==> config.mk <==
export PLATFORM = sky130hd
export DESIGN_NAME = bdf_framer
export DESIGN_NICKNAME = d
export VERILOG_FILES = /design/src/pkg/bdf_pkg.sv /design/src/verilog/bdf_framer.sv
export VERILOG_INCLUDE_DIRS = /design/src /design/src/pkg
export SDC_FILE = /design/constraint.sdc
export NUM_CORES = 1
export LEC_CHECK = 0
export ABC_CLOCK_PERIOD_IN_PS = 4300
export CORE_MARGIN = 5
export CORE_UTILIZATION = 60
export DETAILED_ROUTE_END_ITERATION = 10
export DONT_BUFFER_PORTS = 1
export GPL_TIMING_DRIVEN = 0
export MAX_ROUTING_LAYER = met4
export PLACE_DENSITY_LB_ADDON = 0.15
export SLEW_MARGIN = 0
export SYNTH_ARGS = -nofsm -noshare
export SYNTH_HDL_FRONTEND = slang
export SYNTH_SLANG_ARGS = --single-unit
==> constraint.sdc <==
create_clock -name ref_clk -period 4.3 [get_ports ref_clk]
set_input_delay 0.215 -clock ref_clk [delete_from_list [all_inputs] [get_ports ref_clk]]
set_output_delay 0.215 -clock ref_clk [all_outputs]
set_load 0.01 [all_outputs]
==> src/pkg/bdf_regs.svh <==
// Register offsets, field positions and constants of the digit framer
`ifndef BDF_REGS_SVH
`define BDF_REGS_SVH
`define BDF_OFF_CTRL 8'h00
`define BDF_OFF_STAT 8'h04
`define BDF_OFF_MASK 8'h08
`define BDF_OFF_PWORD 8'h0c
`define BDF_OFF_BWORD 8'h10
`define BDF_OFF_RSIGN 8'h14
`define BDF_CTRL_RUN 0
`define BDF_CTRL_START 1
`define BDF_CTRL_MUX 2
`define BDF_CTRL_MODE 3
`define BDF_CTRL_RST 4'h5
`define BDF_ST_WORD 0
`define BDF_ST_READ 1
`define BDF_ST_OVR 2
`define BDF_ST_REQ 3
`define BDF_ST_W 4
`define BDF_TOP 4
`define BDF_WORDS 3'h5
`define BDF_CNT_ONE 3'h1
`define BDF_PIN_W 14
`define BDF_ZERO32 32'h0000_0000
`endif

==> src/pkg/bdf_pkg.sv <==
// Types shared by the digit framer
package bdf_pkg;
  typedef struct packed {
    logic strobe;
    logic busy;
    logic polarity;
    logic over_range;
    logic under_range;
    logic [3:0] bcd;
    logic [4:0] dsel;
  } bdf_pins_t;

  typedef struct packed {
    logic polarity;
    logic over_range;
    logic under_range;
    logic [3:0] bcd;
    logic [4:0] dsel;
  } bdf_pword_t;

  typedef enum logic {
    BDF_EMPTY = 1'b0,
    BDF_FULL = 1'b1
  } bdf_hold_t;
endpackage

==> src/verilog/bdf_framer.sv <==
// Digit scan to byte word framer with measurement request control
// Summary of operation
// Each digit strobe launches one word, five per reading
// Byte is digit tag high, BCD nibble low
// Polarity drives transmitter even parity select
// Receive parity error means positive, else negative
// Received word requests a new measurement
// Busy from converter clears receiver ready flag
// Top digit word carries polarity and range flags
// Word must be sent before next strobe
// Parity held constant over one five word stream
// Wide host reads all fields in one word
// Narrow host gets flags folded into top word
// Host can command start and hold
// Short mode: mode select low, slower clock
// Top digit select feeds decoder ripple blanking
// Converter scans top digit down to lowest
// BCD changes together with its digit select
// Selects blanked on over-range until integration; the converter model still scans all five selects on over-range
// Sample select, nibble, flags on strobe edge
// Tag is one-hot of select, top is zero
//
// The address map and the address-and-strobe port were decided locally.
`include "bdf_regs.svh"
module bdf_framer
  import bdf_pkg::*;
(
  // Clock and reset
  input wire logic ref_clk,
  input wire logic rst_n,
  // Software register port
  input wire logic [7:0] bus_addr,
  input wire logic [31:0] bus_wdata,
  input wire logic bus_wr,
  input wire logic bus_rd,
  output logic [31:0] bus_rdata,
  output logic irq,
  // Converter pins
  input wire logic [4:0] digit_select,
  input wire logic [3:0] bcd_digit,
  input wire logic conv_strobe,
  input wire logic conv_busy,
  input wire logic conv_polarity,
  input wire logic conv_over_range,
  input wire logic conv_under_range,
  output logic conv_run,
  output logic digit_mode_select,
  // Display decoder
  output logic ripple_blank_in,
  // UART transmit side
  input wire logic tx_ready,
  output logic [7:0] tx_word,
  output logic tx_load,
  output logic even_parity_select,
  // UART receive side
  input wire logic uart_receive_input,
  input wire logic rx_parity_error,
  output logic rx_ready_clear
);
  // Pin synchronisers, one pair per bit
  bdf_pins_t pins;
  logic [`BDF_PIN_W-1:0] sync1_q;
  logic [`BDF_PIN_W-1:0] sync2_q;
  bdf_pins_t s;
  assign pins = '{conv_strobe, conv_busy, conv_polarity, conv_over_range,
                  conv_under_range, bcd_digit, digit_select};
  genvar gi;
  generate
    for (gi = 0; gi < `BDF_PIN_W; gi++) begin : g_sync
      always_ff @(posedge ref_clk) begin
        if (!rst_n) begin
          sync1_q[gi] <= 1'b0;
          sync2_q[gi] <= 1'b0;
        end else begin
          sync1_q[gi] <= pins[gi];
          sync2_q[gi] <= sync1_q[gi];
        end
      end
    end
  endgenerate
  assign s = bdf_pins_t'(sync2_q);

  // Main state
  logic strb_prev_q, busy_prev_q, rxr_prev_q;
  bdf_hold_t hold_q, hold_d;
  logic [7:0] word_q, word_d;
  logic [2:0] cnt_q, cnt_d;
  logic stream_q, stream_d;
  logic [3:0] ctrl_q, ctrl_d;
  logic [`BDF_ST_W-1:0] stat_q, stat_d, mask_q, mask_d;
  logic [11:0] pword_q, pword_d;
  logic [7:0] bword_q, bword_d;
  logic rsign_q, rsign_d;
  logic req_q, req_d;
  logic [31:0] rdata_q, rdata_d;
  logic irq_q, irq_d;
  logic run_q, run_d;
  logic rbi_q, rbi_d;
  logic [7:0] txw_q, txw_d;
  logic txl_q, txl_d;
  logic par_q, par_d;
  logic drr_q, drr_d;
  logic strb_rise, busy_rise, rx_rise, top, wr_ctrl, rd_stat;
  logic [3:0] nib;
  logic [`BDF_ST_W-1:0] ev;

  always_comb begin
    strb_rise = s.strobe && !strb_prev_q;
    busy_rise = s.busy && !busy_prev_q;
    rx_rise = uart_receive_input && !rxr_prev_q;
    top = s.dsel[`BDF_TOP];
    wr_ctrl = bus_wr && (bus_addr == `BDF_OFF_CTRL);
    rd_stat = bus_rd && (bus_addr == `BDF_OFF_STAT);
    hold_d = hold_q;
    word_d = word_q;
    cnt_d = cnt_q;
    stream_d = stream_q;
    pword_d = pword_q;
    bword_d = bword_q;
    txw_d = txw_q;
    txl_d = 1'b0;
    par_d = par_q;
    ev = '0;
    // Flags fold onto the unused upper weights of the top digit
    nib = s.bcd;
    if (top && ctrl_q[`BDF_CTRL_MUX]) begin
      nib = {s.polarity, s.over_range, s.under_range, s.bcd[0]};
    end
    // Hand the held word to the transmitter when it is free
    if (hold_q == BDF_FULL && tx_ready) begin
      txw_d = word_q;
      txl_d = 1'b1;
      hold_d = BDF_EMPTY;
      ev[`BDF_ST_WORD] = 1'b1;
    end
    // Blanked scans carry no digit and send nothing
    if (strb_rise && s.dsel != 5'h00) begin
      word_d = {s.dsel[3:0], nib};
      pword_d = {s.polarity, s.over_range, s.under_range,
                 s.bcd, s.dsel};
      bword_d = word_d;
      if (hold_d == BDF_FULL) begin
        ev[`BDF_ST_OVR] = 1'b1;
      end
      hold_d = BDF_FULL;
      if (top) begin
        // Sign latched once per stream
        par_d = s.polarity;
        cnt_d = `BDF_CNT_ONE;
        stream_d = 1'b1;
      end else if (stream_q) begin
        cnt_d = cnt_q + `BDF_CNT_ONE;
      end
      if (stream_q && cnt_d == `BDF_WORDS) begin
        ev[`BDF_ST_READ] = 1'b1;
        stream_d = 1'b0;
      end
    end
    if (rx_rise) begin
      ev[`BDF_ST_REQ] = 1'b1;
    end
  end

  // Registers, requests and interrupt
  always_comb begin
    ctrl_d = ctrl_q;
    mask_d = mask_q;
    rsign_d = rsign_q;
    req_d = req_q;
    if (wr_ctrl) begin
      ctrl_d = bus_wdata[3:0];
      ctrl_d[`BDF_CTRL_START] = 1'b0;
    end
    if (bus_wr && bus_addr == `BDF_OFF_MASK) begin
      mask_d = bus_wdata[`BDF_ST_W-1:0];
    end
    // Busy consumes a pending request; a new one in that cycle survives
    if (busy_rise) begin
      req_d = 1'b0;
    end
    if (rx_rise || (wr_ctrl && bus_wdata[`BDF_CTRL_START])) begin
      req_d = 1'b1;
    end
    if (rx_rise) begin
      // Receiver runs with odd parity, so an error means even: positive
      rsign_d = rx_parity_error;
    end
    // Set wins over read clear
    stat_d = (rd_stat ? '0 : stat_q) | ev;
    irq_d = |(stat_d & mask_d);
    run_d = ctrl_d[`BDF_CTRL_RUN] || req_d;
    drr_d = busy_rise;
    rbi_d = top;
    rdata_d = `BDF_ZERO32;
    if (bus_rd) begin
      unique case (bus_addr)
        `BDF_OFF_CTRL: rdata_d[3:0] = ctrl_q;
        `BDF_OFF_STAT: rdata_d[`BDF_ST_W-1:0] = stat_q;
        `BDF_OFF_MASK: rdata_d[`BDF_ST_W-1:0] = mask_q;
        `BDF_OFF_PWORD: rdata_d[11:0] = pword_q;
        `BDF_OFF_BWORD: rdata_d[7:0] = bword_q;
        `BDF_OFF_RSIGN: rdata_d[0] = rsign_q;
        default: rdata_d = `BDF_ZERO32;
      endcase
    end
  end

  always_ff @(posedge ref_clk) begin
    if (!rst_n) begin
      strb_prev_q <= 1'b0;
      busy_prev_q <= 1'b0;
      rxr_prev_q <= 1'b0;
      hold_q <= BDF_EMPTY;
      word_q <= 8'h00;
      cnt_q <= 3'h0;
      stream_q <= 1'b0;
      ctrl_q <= `BDF_CTRL_RST;
      stat_q <= '0;
      mask_q <= '0;
      pword_q <= 12'h000;
      bword_q <= 8'h00;
      rsign_q <= 1'b0;
      req_q <= 1'b0;
      rdata_q <= `BDF_ZERO32;
      irq_q <= 1'b0;
      run_q <= 1'b0;
      rbi_q <= 1'b0;
      txw_q <= 8'h00;
      txl_q <= 1'b0;
      par_q <= 1'b0;
      drr_q <= 1'b0;
    end else begin
      strb_prev_q <= s.strobe;
      busy_prev_q <= s.busy;
      rxr_prev_q <= uart_receive_input;
      hold_q <= hold_d;
      word_q <= word_d;
      cnt_q <= cnt_d;
      stream_q <= stream_d;
      ctrl_q <= ctrl_d;
      stat_q <= stat_d;
      mask_q <= mask_d;
      pword_q <= pword_d;
      bword_q <= bword_d;
      rsign_q <= rsign_d;
      req_q <= req_d;
      rdata_q <= rdata_d;
      irq_q <= irq_d;
      run_q <= run_d;
      rbi_q <= rbi_d;
      txw_q <= txw_d;
      txl_q <= txl_d;
      par_q <= par_d;
      drr_q <= drr_d;
    end
  end

  assign bus_rdata = rdata_q;
  assign irq = irq_q;
  assign conv_run = run_q;
  assign digit_mode_select = ctrl_q[`BDF_CTRL_MODE];
  assign ripple_blank_in = rbi_q;
  assign tx_word = txw_q;
  assign tx_load = txl_q;
  assign even_parity_select = par_q;
  assign rx_ready_clear = drr_q;
endmodule

# --- Word-level counts from Yosys, hierarchy flattened ---
# Cells that the tools add are included.
word_totals:
  ff_bits: 115
  inputBits: 61
  word_cells: 106
op_classes:
  addsub: 1
  n_eq_ne: 6
  mux: 21
  bitwise: 2
  reduce_logical: 24
ops:
  columns: ["op", "count"]
  rows:
  - ["$eq 8x4->1 const B", 2]
  - ["$eq 8x5->1 const B", 2]
  - ["$pmux 3 s5", 1]
  - ["$mux 4", 3]
  - ["$logic_and 1x1->1", 11]
  - ["$mux 1", 11]
  - ["$mux 3", 3]
  - ["$eq 8x3->1 const B", 1]
  - ["$logic_not 8->1", 1]
  - ["$pmux 4 s2", 1]
  - ["$pmux 1 s6", 1]
  - ["$reduce_and 2->1", 3]
  - ["$reduce_bool 5->1", 1]
  - ["$and 4x4->4", 1]
  - ["$or 4x4->4", 1]
  - ["$reduce_or 4->1", 1]
  - ["$add 3x1->3 const B", 1]
  - ["$eq 3x3->1 const B", 1]
  - ["$logic_not 1->1", 3]
  - ["$reduce_and 3->1", 1]
  - ["$logic_or 1x1->1", 2]
  - ["$mux 2", 1]
  - ["$reduce_bool 2->1", 1]

# --- Logic depth before layout (Yosys ltp) ---
# Gate-level depths: netlist of run 1.
depth:
  word_depth: 11
  depth_mapped: 7

# --- Least setup slack after synthesis of run 1 ---
# Ideal clock, no wire load.
synth_path:
  kind: "register to register"
  from: "register sync2_q[4], in the netlist rbi_d"
  to: "register irq_q, in the netlist irq"
  setup_time_ps: 115
  arrival_time_ps: 1551
  slack_ps: 2635
  stages_incl_launch_ff: 8
  synth_period_minus_slack_ps: 1665
  path_cell_list: "dfxtp_1 buf_6 or4_4 o21a_1 buf_6 a22oi_2 o22ai_1 o21a_1"
synth_between:
  elab_chain_cells: 9
  elab_cells_between_ends: 11
  classes_between: "eq/ne (1); mux (4); bitwise (2); reduce/logical (4)"
synth_rtl:
  columns: ["item", "line_no", "rtl"]
  rows:
  - ["from (decl)", "bdf_framer.sv:63", "logic [`BDF_PIN_W-1:0] sync2_q;"]
  - ["from (signal, indexed assignment)", "bdf_framer.sv:76", "sync2_q[gi] <= sync1_q[gi];"]
  - ["$mux 3", "bdf_framer.sv:146", "if (top) begin"]
  - ["$mux 3", "bdf_framer.sv:137", "if (strb_rise && s.dsel != 5'h00) begin"]
  - ["$eq 3x3->1 (no line)", null, null]
  - ["$logic_and 1x1->1 (no line)", null, null]
  - ["$mux 1", "bdf_framer.sv:154", "if (stream_q && cnt_d == `BDF_WORDS) begin"]
  - ["$mux 2 *", "bdf_framer.sv:137", null]
  - ["$or 4x4->4 *", "bdf_framer.sv:189", "stat_d = (rd_stat ? '0 : stat_q) | ev;"]
  - ["$and 4x4->4 *", "bdf_framer.sv:190", "irq_d = |(stat_d & mask_d);"]
  - ["$reduce_or 4->1 *", "bdf_framer.sv:190", null]
  - ["to (signal assigned)", "bdf_framer.sv:248", "irq_q <= irq_d;"]
  - ["to (decl)", "bdf_framer.sv:96", "logic irq_q, irq_d;"]
# Mark *: on every way between the ends. The rest lies on a longest branch, timed or not. The select of a mux whose other input is x is not followed.
# A chain may end at the register's enable or synchronous reset.

# --- Worst setup path after layout of run 1 ---
# Ends and elaborated chain as after synthesis.

==> results of run 1 <==
-- cell type report --
class                           instances  share of cell area [%]
Timing Repair Buffer                   19                    4.81
Inverter                                2                   0.190
Multi-Input combinational cell        241                    36.3
Buffer                                 38                    5.98
Sequential cell                        90                    45.6
Clock inverter                          6                    1.71
Tap cell                               72                    2.28
Clock buffer                           10                    3.23
-- power by group --
| group | switching, mW | leakage (nW) | internal (mW) |
|---|---|---|---|
| Sequential | 0.00981 | 0.733 | 0.852 |
| Combinational | 0.0414 | 0.777 | 0.0486 |
| Clock | 0.289 | 0.0925 | 0.269 |
-- registers in the layout, summed over array words and instances (netlist names), 3 cells and up --
| name | count |
|---|---|
| bus_rdata | 12 |
| bword_q | 3 |
| cnt_q | 3 |
| ctrl_q | 3 |
| mask_q | 4 |
| pword_q | 12 |
| s | 13 |
| stat_q | 4 |
| sync1_q | 14 |
| tx_word | 8 |
-- timing repair --
action | 4_1_cts | 5_1_grt
setup buffers | 0 | 0
endpoints found under the hold margin | 19 | 0
hold buffers | 19 | 0
-- cells in the mapped netlist, drive strengths merged, types with 2 or more instances --
| cell | n | area share, % |
|---|---|---|
| nor2 | 9 | 0.99 |
| nor3 | 2 | 0.44 |
| nand2 | 55 | 6.1 |
| and2 | 35 | 6.4 |
| mux2 | 4 | 1.3 |
| o211a | 3 | 0.88 |
| mux2i | 9 | 2.6 |
| o21a | 2 | 0.44 |
| clkbuf | 13 | 1.4 |
| nand2b | 3 | 0.55 |
| o22ai | 2 | 0.37 |
| a21boi | 24 | 5.3 |
| nor2b | 16 | 2.9 |
| nand3 | 9 | 1.3 |
| and3 | 7 | 1.3 |
| a22oi | 12 | 2.8 |
| inv | 2 | 0.22 |
| nand4 | 2 | 0.37 |
| o21ai | 5 | 0.84 |
| buf | 25 | 5.5 |
| a21oi | 9 | 1.3 |
| and4 | 2 | 0.51 |
| dfxtp | 90 | 53 |
-- critical path, stage by stage, from the launching register on --
cell and delay (ps):
dfxtp_1 310, buf_6 130, or4_4 420, o21ai_2 270
a2bb2oi_1 280, o22ai_1 100, o21a_1 170
-- worst max path at each step --
stage	startpoint	to	slack (ps)	cells past startpoint
global placement	rbi_d	irq	2530	6
detailed placement	bus_addr[3]	irq	2500	6
finish	rbi_d	irq	2520	6
floorplan	rbi_d	irq	2630	7
global route	rbi_d	pword_q[10]	2380	6
CTS	rbi_d	irq	2510	6
-- routing by layer --
| layer | up-vias | track usage (%) |
|---|---|---|
| met5 | - | - |
| li1 | 1243 | - |
| met1 | 1155 | 23.2 |
| met2 | 92 | 32.8 |
| met3 | 20 | 6.12 |
| met4 | 0 | 8.63 |
-- per-stage QoR --
| stage | cell area, um^2 | setup WS [ps] | cells |
|---|---|---|---|
| global placement | 3570 | 2530 | 443 |
| finish | 3960 | 2520 | 478 |
| CTS | 3960 | 2510 | 478 |
| global route | 3960 | 2380 | 478 |
| floorplan | 3480 | 2630 | 371 |
| detailed placement | 3570 | 2500 | 443 |
-- kinds of logic (layout without fill, tap and decap cells) --
kind of cell | after synthesis | in the layout | share of synthesized area (%)
fa+ha+maj | 1 | 1 | 0.367
buf+inv | 40 | 75 | 7.16
mux | 13 | 13 | 3.96
flops | 90 | 90 | 52.9
compound gates | 61 | 61 | 12.9
simple gates | 145 | 145 | 22.4
other cells | 1 | 20 | 0.110
xor+xnor | 1 | 1 | 0.257
==> metrics.yaml, run 1 <==
outcome: "finished, final reports clean"
finalSetupViolations: 0
die_w_um: 85.4
critPathCaptureType: "flop"
grt_pass1_vias: 2383
drt_wl_total_mm: 6.76
cts-root-buf: "clkbuf_8"
layout_commonest_cell: "dfxtp_1"
antenna_found_initial: 0
total_power_mw: 1.51
r2r_start: "rbi_d"
skew_ps: 10.3
fill_cells: 438
reg2regPathDepth: 6
grt_pass1_wl_mm: 11.3
grt_max_degree: 16
worst-endpoint-arrival_ps: 2050
ant_nets: 0
fin_nets: 463
clockBufferDepth: 2
drive_gt1_share_pct: 12.1
grt_setup_unrepaired: "false"
multi_input_area_mm2: 0.00143
hold_viol_final: 0
hold-path-cell-count: 2
fin_hold_ws_ps: 9.20
route.detailed.drc: 0
r2r-end: "irq"
m1WireLength_mm: 2.82
grt_overflow: 0
start_util_pct: 61.9
synth.ff_latch_count: 90
fin_setup_tns_ps: 0
syn_area_mm2: 0.00341
route.met2.wl_mm: 3.20
netlist_instances: 352
clock_sinks: 90
gp_congestion: 0.906
max_cap_viol_count: 0
syn2layout_area_growth_pct: 16.0
p_leak_nw: 1.60
path_clk_slew_ps: 80
finalCritPeriodShare_pct: 41.5
r2r_slack_ps: 2520
insertion_delay_ps: 360
synth_area_per_cell_um2: 9.68
row_count: 27
first_iter_violations: 124
slew_viol_final: 0
vdd_drop_max_uv: 293
cts_tree: "yes"
yosysUniqueCellTypes: 41
min_to: "req_q"
grt_use_total_pct: 20.3
via_per_inst: 5.25
cp-start-kind: "flop"
topRoutingLayerUsed: "met4"
ctsResizeCount: 0
synth_top_flop_cell: "dfxtp_1"
utilization_pct: 71.8
wl_per_cell_um: 14.1
dp_hpwl_mm: 4.96
synth_edf_count: 0
dieArea_mm2: 0.00729
io_pins: 108
yosysWarnings: 0
path_class: "flop to flop"
htree_levels: 3
async_reset_ff_share_pct: 0
synth-seq-area-share_pct: 52.9
diodes: 0
io_buffer_count: 0
die_h_um: 85.4
routed-via-count: 2510
min-delay-start: "bus_wdata[1]"
tightestPinTransition_ps: 514
max-slew-margin-rel_pct: 65.7
fp.coreArea_mm2: 0.00551
most-common-layout-cells: "90 x dfxtp_1, 55 x nand2_1, 35 x and2_1, 23 x a21boi_0"
max_freq_mhz: 560
drt_first_pass_iters: 5
path_max_fanout: 10
cellPowerDensity_mw_per_mm2: 382
hp-class: "input pin to flop"
worst-endpoint-required_ps: 4560
met3_length_um: 567
min_period_ps: 1780
seqCellArea_mm2: 0.00180
numCtsBuffers: 9
Note: power is estimated with default switching activity, not from simulation.
==> inputs of run 2 (changes only) <==
Settings changed: ABC_AREA set to 1, ABC_CLOCK_PERIOD_IN_PS 4300 to 1500, CORE_UTILIZATION 60 to 56.
Clock period 4.3 ns to 1.5 ns, I/O delays scaled along.
==> metrics.yaml, run 2 <==
max_cap_viol_count: 0  # unchanged
worst-endpoint-required_ps: 1790  # was 4560 ps
critPathCaptureType: "flop"  # unchanged
yosysWarnings: 0  # unchanged
grt_pass1_wl_mm: 11.9  # was 11.3 mm
path_cells: "ha_1 -> nor2_1 -> nor2_1 -> nor2_2 -> nand3_1 -> a21oi_2 -> nand2_1 -> nand2_1"  # was buf_6 -> or4_4 -> o21ai_2 -> a2bb2oi_1 -> o22ai_1 -> o21a_1
largest_reg_flops: 14  # unchanged
first_iter_violations: 140  # was 124
outcome: "finished, final reports clean"  # unchanged
grt_use_met3_pct: 5.40  # was 6.12%
io_pins: 108  # unchanged
grt_overflow: 0  # unchanged
finalSetupViolations: 0  # unchanged
worst_slack_ps: 100  # was 2520 ps
row_count: 28  # was 27
synth_common_cells: "90 x dfxtp_1, 90 x nand2_1, 64 x inv_1"  # was 90 x dfxtp_1, 55 x nand2_1, 35 x and2_1
fp.coreArea_mm2: 0.00592  # was 0.00551 mm^2
via_per_inst: 4.81  # was 5.25
synth_top_flop_cell: "dfxtp_1"  # unchanged
crit_path_max_incr_delay_ps: 350  # was 420 ps
cp-start-kind: "flop"  # unchanged
drt_wl_total_mm: 7.32  # was 6.76 mm
dp_hpwl_mm: 5.21  # was 4.96 mm
die_h_um: 88.2  # was 85.4 um
fin_nets: 547  # was 463
top_register: "sync1_q"  # unchanged
path_max_fanout: 4  # was 10
most-common-layout-cells: "90 x nand2_1, 90 x dfxtp_1, 64 x inv_1, 36 x nor2_1, 29 x o21ai_0"  # was 90 x dfxtp_1, 55 x nand2_1, 35 x and2_1, 23 x a21boi_0
dp.cells: 527  # was 443
path_clk_slew_ps: 80  # about the same
critical-path-slowest-cell: "dfxtp_1"  # was or4_4
insertion_delay_ps: 350  # was 360 ps
grt_max_degree: 16  # unchanged
synth_top_area_share_pct: 52.6  # was 52.9%
syn_area_mm2: 0.00343  # was 0.00341 mm^2
numCtsBuffers: 9  # unchanged
top_usage_layer: "met2"  # unchanged
hold_viol_final: 0  # unchanged
synth_edf_count: 0  # unchanged
p_leak_nw: 1.93  # was 1.60 nW
syn2layout_area_growth_pct: 17.2  # was 16.0%
io_buffer_count: 0  # unchanged
gp_congestion: 0.836  # was 0.906
route.detailed.drc: 0  # unchanged
path_class: "flop to flop"  # unchanged
dp_slack_ps: 71.7  # was 2500 ps
synth-seq-area-share_pct: 52.6  # was 52.9%
synth_area_per_cell_um2: 7.91  # was 9.68 um^2
wl_per_cell_um: 13.0  # was 14.1 um
hp-class: "input pin to flop"  # unchanged
finalInstanceArea_mm2: 0.00402  # was 0.00396 mm^2
slew_viol_final: 0  # unchanged
cellPowerDensity_mw_per_mm2: 1100  # was 382 mW/mm^2
clock_sinks: 90  # unchanged
grt_setup_unrepaired: "true"  # was false
layout.cells.non_filler: 565  # was 478
grt_use_total_pct: 20.5  # was 20.3%
htree_levels: 3  # unchanged
drt_first_pass_iters: 4  # was 5
placed_area_mm2: 0.00359  # was 0.00357 mm^2
dieArea_mm2: 0.00778  # was 0.00729 mm^2
finalCritPeriodShare_pct: 93.3  # was 41.5%
clockBufferDepth: 2  # unchanged
skew_ps: 9.66  # was 10.3 ps
synth_top_area_cell: "dfxtp_1"  # unchanged
netlist_instances: 433  # was 352
use_met1_pct: 25.3  # was 23.2%
async_reset_ff_share_pct: 0  # unchanged
utilization_pct: 67.9  # was 71.8%
fin_hold_ws_ps: 22.0  # was 9.20 ps
grt_pass1_vias: 2522  # was 2,383
start_util_pct: 57.9  # was 61.9%
cts_tree: "yes"  # unchanged
worst-endpoint-arrival_ps: 1690  # was 2050 ps
diodes: 0  # unchanged
min_period_ps: 1400  # was 1780 ps
routed-via-count: 2720  # was 2,510
max_freq_mhz: 714  # was 560 MHz
synth_area_leaders: "dfxtp_1 53%, nand2_1 9.9%, inv_1 7.0%, buf_4 5.0%, o21ai_0 4.4%"  # was dfxtp_1 53%, and2_1 6.4%, nand2_1 6.1%, a21boi_0 5.1%, buf_4 4.4%
synth.ff_latch_count: 90  # unchanged
die_w_um: 88.2  # was 85.4 um
vdd_drop_max_uv: 855  # was 293 uV
cts-root-buf: "clkbuf_8"  # unchanged
met2_usage_pct: 32.2  # was 32.8%
yosysUniqueCellTypes: 33  # was 41
antenna_found_initial: 0  # unchanged
drive_gt1_share_pct: 12.9  # was 12.1%
ant_nets: 0  # unchanged
-- run 2: cell count changes after synthesis, sizes merged, moves of 6 or more --
cell    before  now
a21boi      24    0
inv          2   68
nor2         9   44
nand2       55   94
nor2b       16    0
a22oi       12    0
nand3        9   22
and3         7    1
and2        35    1
a21oi        9   27
mux2i        9    0
clkbuf      13    7
o21ai        5   30
-- run 2: metal layers --
metal / vias up / wire, um
met5: - / 0
met4: 0 / 76
met3: 10 / 511
met2: 92 / 3580
met1: 1216 / 3160
li1: 1402 / -
-- run 2: power breakdown --
group / switching (mW) / internal (mW) / total, mW
Clock: 0.829 / 0.783 / 1.61
Combinational: 0.182 / 0.135 / 0.317
Sequential: 0.0361 / 2.46 / 2.50
Total: 1.05 / 3.38 / 4.43
-- run 2: critical path: cells and delay by family, from the launching register on --
| family | cells | cell delay (ps) |
|---|---|---|
| and+or+nand+nor | 6 | 540 |
| DFF | 1 | 350 |
| adders and majority gates | 1 | 300 |
| AOI/OAI and AO/OA | 1 | 160 |
-- run 2: kinds of logic after synthesis --
kind of cell | synth area share, %
and+or+nand+nor | 21.2
buffers and inverters | 14.1
DFF | 52.6
AOI/OAI and AO/OA | 11.3
other | 0.109
adders and majority gates | 0.365
xor gates and xnor gates | 0.256
-- run 2: worst paths after layout --
check                           startpoint        end  slack (ps)  cells after the start
worst max-delay path              cnt_q[0]        irq         100                      8
worst max register to register    cnt_q[0]        irq         100                      8
worst min-delay path                bus_wr  ctrl_q[2]          20                      4
worst min register to register  sync1_q[1]       s[1]         410                      2
-- run 2: cell type report --
class / instances / area (um^2)
Buffer: 34 / 225
Clock buffer: 11 / 131
Clock inverter: 5 / 63.8
Fill cell: 490 / 1900
Inverter: 69 / 259
Multi-Input combinational cell: 259 / 1220
Sequential cell: 90 / 1800
Tap cell: 75 / 93.8
Timing Repair Buffer: 22 / 220
-- run 2: stage by stage --
| step | setup TNS (ps) | power (mW) |
|---|---|---|
| 4_1_cts | 0 | 4.46 |
| 3_5_place_dp | 0 | 2.81 |
| 6_report | 0 | 4.43 |
| 2_1_floorplan | 0 | 2.76 |
| 3_3_place_gp | 0 | 2.80 |
| 5_1_grt | -28.0 | 4.63 |
-- run 2: what timing repair did --
item / 4_1_cts / 5_1_grt
gates resized for setup: 0 / 3
setup endpoints to repair: 0 / 3
buffers inserted: 0 / 0
hold endpoints to repair: 25 / 0
hold buffers: 22 / 0
==> inputs of run 3 (changes only) <==
Settings changed: CORE_MARGIN 5 to unset, RECOVER_POWER set to 25, SLEW_MARGIN 0 to 20.
==> metrics.yaml, run 3 (synthesis gave the netlist of run 2 again) <==
grt_pass1_wl_mm: 10.9  # was 11.9 mm
clockBufferDepth: 2  # unchanged
crit_path_max_incr_delay_ps: 350  # about the same
hold_viol_final: 0  # unchanged
htree_levels: 3  # unchanged
layout.cells.non_filler: 566  # was 565
power.switching_mw: 1.08  # was 1.05 mW
fp.coreArea_mm2: 0.00592  # unchanged
fin_hold_ws_ps: 20.3  # was 22.0 ps
hold-path-cell-count: 2  # was 4
via_per_inst: 4.76  # was 4.81
cellPowerDensity_mw_per_mm2: 1110  # was 1100 mW/mm^2
finalCritPeriodShare_pct: 92.6  # was 93.3%
diodes: 0  # unchanged
power_frac_comb_pct: 7.0  # was 7.2%
placed_area_mm2: 0.00359  # unchanged
critical-path-slowest-cell: "dfxtp_2"  # was dfxtp_1
pwr-share-seq_pct: 56.0  # was 56.4%
insertion_delay_ps: 360  # was 350 ps
grt_pass1_vias: 2478  # was 2,522
dp_hpwl_mm: 4.73  # was 5.21 mm
antenna_found_initial: 0  # unchanged
p_int_mw: 3.38  # about the same
hp-class: "input pin to flop"  # unchanged
cts-root-buf: "clkbuf_8"  # unchanged
dieArea_mm2: 0.00644  # was 0.00778 mm^2
fin_nets: 548  # was 547
top_register: "sync1_q"  # unchanged
skew_ps: 8.31  # was 9.66 ps
grt_use_total_pct: 23.2  # was 20.5%
path_class: "flop to flop"  # unchanged
finalSetupViolations: 0  # unchanged
ant_nets: 0  # unchanged
drt_wl_total_mm: 6.77  # was 7.32 mm
largest_reg_flops: 14  # unchanged
vdd_drop_max_uv: 662  # was 855 uV
drt_first_pass_iters: 5  # was 4
min_period_ps: 1390  # was 1400 ps
worst-endpoint-required_ps: 1800  # was 1790 ps
gp_congestion: 0.936  # was 0.836
worst-endpoint-arrival_ps: 1690  # about the same
routed-via-count: 2695  # was 2,720
syn2layout_area_growth_pct: 17.6  # was 17.2%
pwr-share-clk_pct: 37.1  # was 36.4%
io_buffer_count: 0  # unchanged
fill_cells: 514  # was 490
drive_gt1_share_pct: 13.6  # was 12.9%
slew_viol_final: 0  # unchanged
total_power_mw: 4.46  # was 4.43 mW
path_cells: "ha_1 -> nor2_2 -> nor2_1 -> nor2_2 -> nand3_1 -> a21oi_2 -> nand2_1 -> nand2_1"  # was ha_1 -> nor2_1 -> nor2_1 -> nor2_2 -> nand3_1 -> a21oi_2 -> nand2_1 -> nand2_1
die_h_um: 80.2  # was 88.2 um
die_w_um: 80.2  # was 88.2 um
reg2regPathDepth: 8  # unchanged
route.detailed.drc: 0  # unchanged
row_count: 28  # unchanged
p_leak_nw: 1.93  # about the same
clock_sinks: 90  # unchanged
numCtsBuffers: 9  # unchanged
path_max_fanout: 4  # unchanged
grt_max_degree: 17  # was 16
top_usage_layer: "met2"  # unchanged
first_iter_violations: 147  # was 140
cts_tree: "yes"  # unchanged
layout_commonest_cell: "nand2_1"
dp.cells: 527  # unchanged
max_freq_mhz: 720  # was 714 MHz
critPathCaptureType: "flop"  # unchanged
max_cap_viol_count: 0  # unchanged
path_clk_slew_ps: 90  # was 80 ps
met2_usage_pct: 36.3  # was 32.2%
io_pins: 108  # unchanged
wl_per_cell_um: 12.0  # was 13.0 um
grt_use_met3_pct: 6.59  # was 5.40%
switching_share_pct: 24.3  # was 23.6%
start_util_pct: 57.9  # unchanged
utilization_pct: 68.1  # was 67.9%
use_met1_pct: 27.4  # was 25.3%
outcome: "finished, final reports clean"  # unchanged
dp_slack_ps: 122  # was 71.7 ps
fin_setup_tns_ps: 0  # unchanged
most-common-layout-cells: "90 x nand2_1, 89 x dfxtp_1, 64 x inv_1, 35 x nor2_1, 30 x o21ai_0"  # was 90 x nand2_1, 90 x dfxtp_1, 64 x inv_1, 36 x nor2_1, 29 x o21ai_0
finalInstanceArea_mm2: 0.00403  # was 0.00402 mm^2
grt_setup_unrepaired: "false"  # was true
worst_slack_ps: 111  # was 100 ps
grt_overflow: 0  # unchanged
cp-start-kind: "flop"  # unchanged
## run 3: changes by cell type in the layout (fill, tap and decap cells not counted), sizes merged
cell	before	now
clkbuf	18	16
clkinvlp	1	2
dlygate4sd3	22	23
inv	69	70
## run 3: worst max-delay path, delay by kind of cell (launching register included)
family | cells | cell delay, ps
AO/OA/AOI/OAI | 1 | 150
AND/OR/NAND/NOR | 6 | 530
flip-flops | 1 | 350
adder cells (fa/ha/maj) | 1 | 300
## run 3: final cells by class
class / count / area [um^2] / area share (%)
Timing Repair Buffer: 23 / 230 / 5.71
Inverter: 69 / 259 / 6.42
Clock inverter: 7 / 76.3 / 1.89
Tap cell: 75 / 93.8 / 2.33
Multi-Input combinational cell: 259 / 1220 / 30.3
Clock buffer: 9 / 124 / 3.07
Sequential cell: 90 / 1800 / 44.7
Buffer: 34 / 225 / 5.59
## run 3: power by group through the flow
stage	registers [mW]	logic (mW)	clock network, mW
finish	2.50	0.311	1.65
global route	2.51	0.349	1.78
CTS	2.50	0.307	1.68
detailed placement	2.55	0.257	0
global placement	2.55	0.253	0
floorplan	2.54	0.215	0
## run 3: layer usage
metal / wire length (um) / vias up
li1: - / 1408
met1: 2930 / 1182
met2: 3170 / 91
met3: 518 / 14
met4: 147 / 0
met5: 0 / -
## run 3: final timing paths
| kind | startpoint | to | slack (ps) |
|---|---|---|---|
| min | tx_ready | tx_load | 20 |
| min reg2reg | sync1_q[8] | s[8] | 410 |
| max reg2reg | cnt_q[0] | irq | 110 |
| max | cnt_q[0] | irq | 110 |
## run 3: what timing repair did
| action | 4_1_cts | 5_1_grt |
|---|---|---|
| hold endpoints to repair | 26 | 0 |
| setup buffers | 0 | 0 |
| hold buffers | 23 | 0 |
| resized for setup | 0 | 3 |
| endpoints found under the setup margin | 0 | 1 |
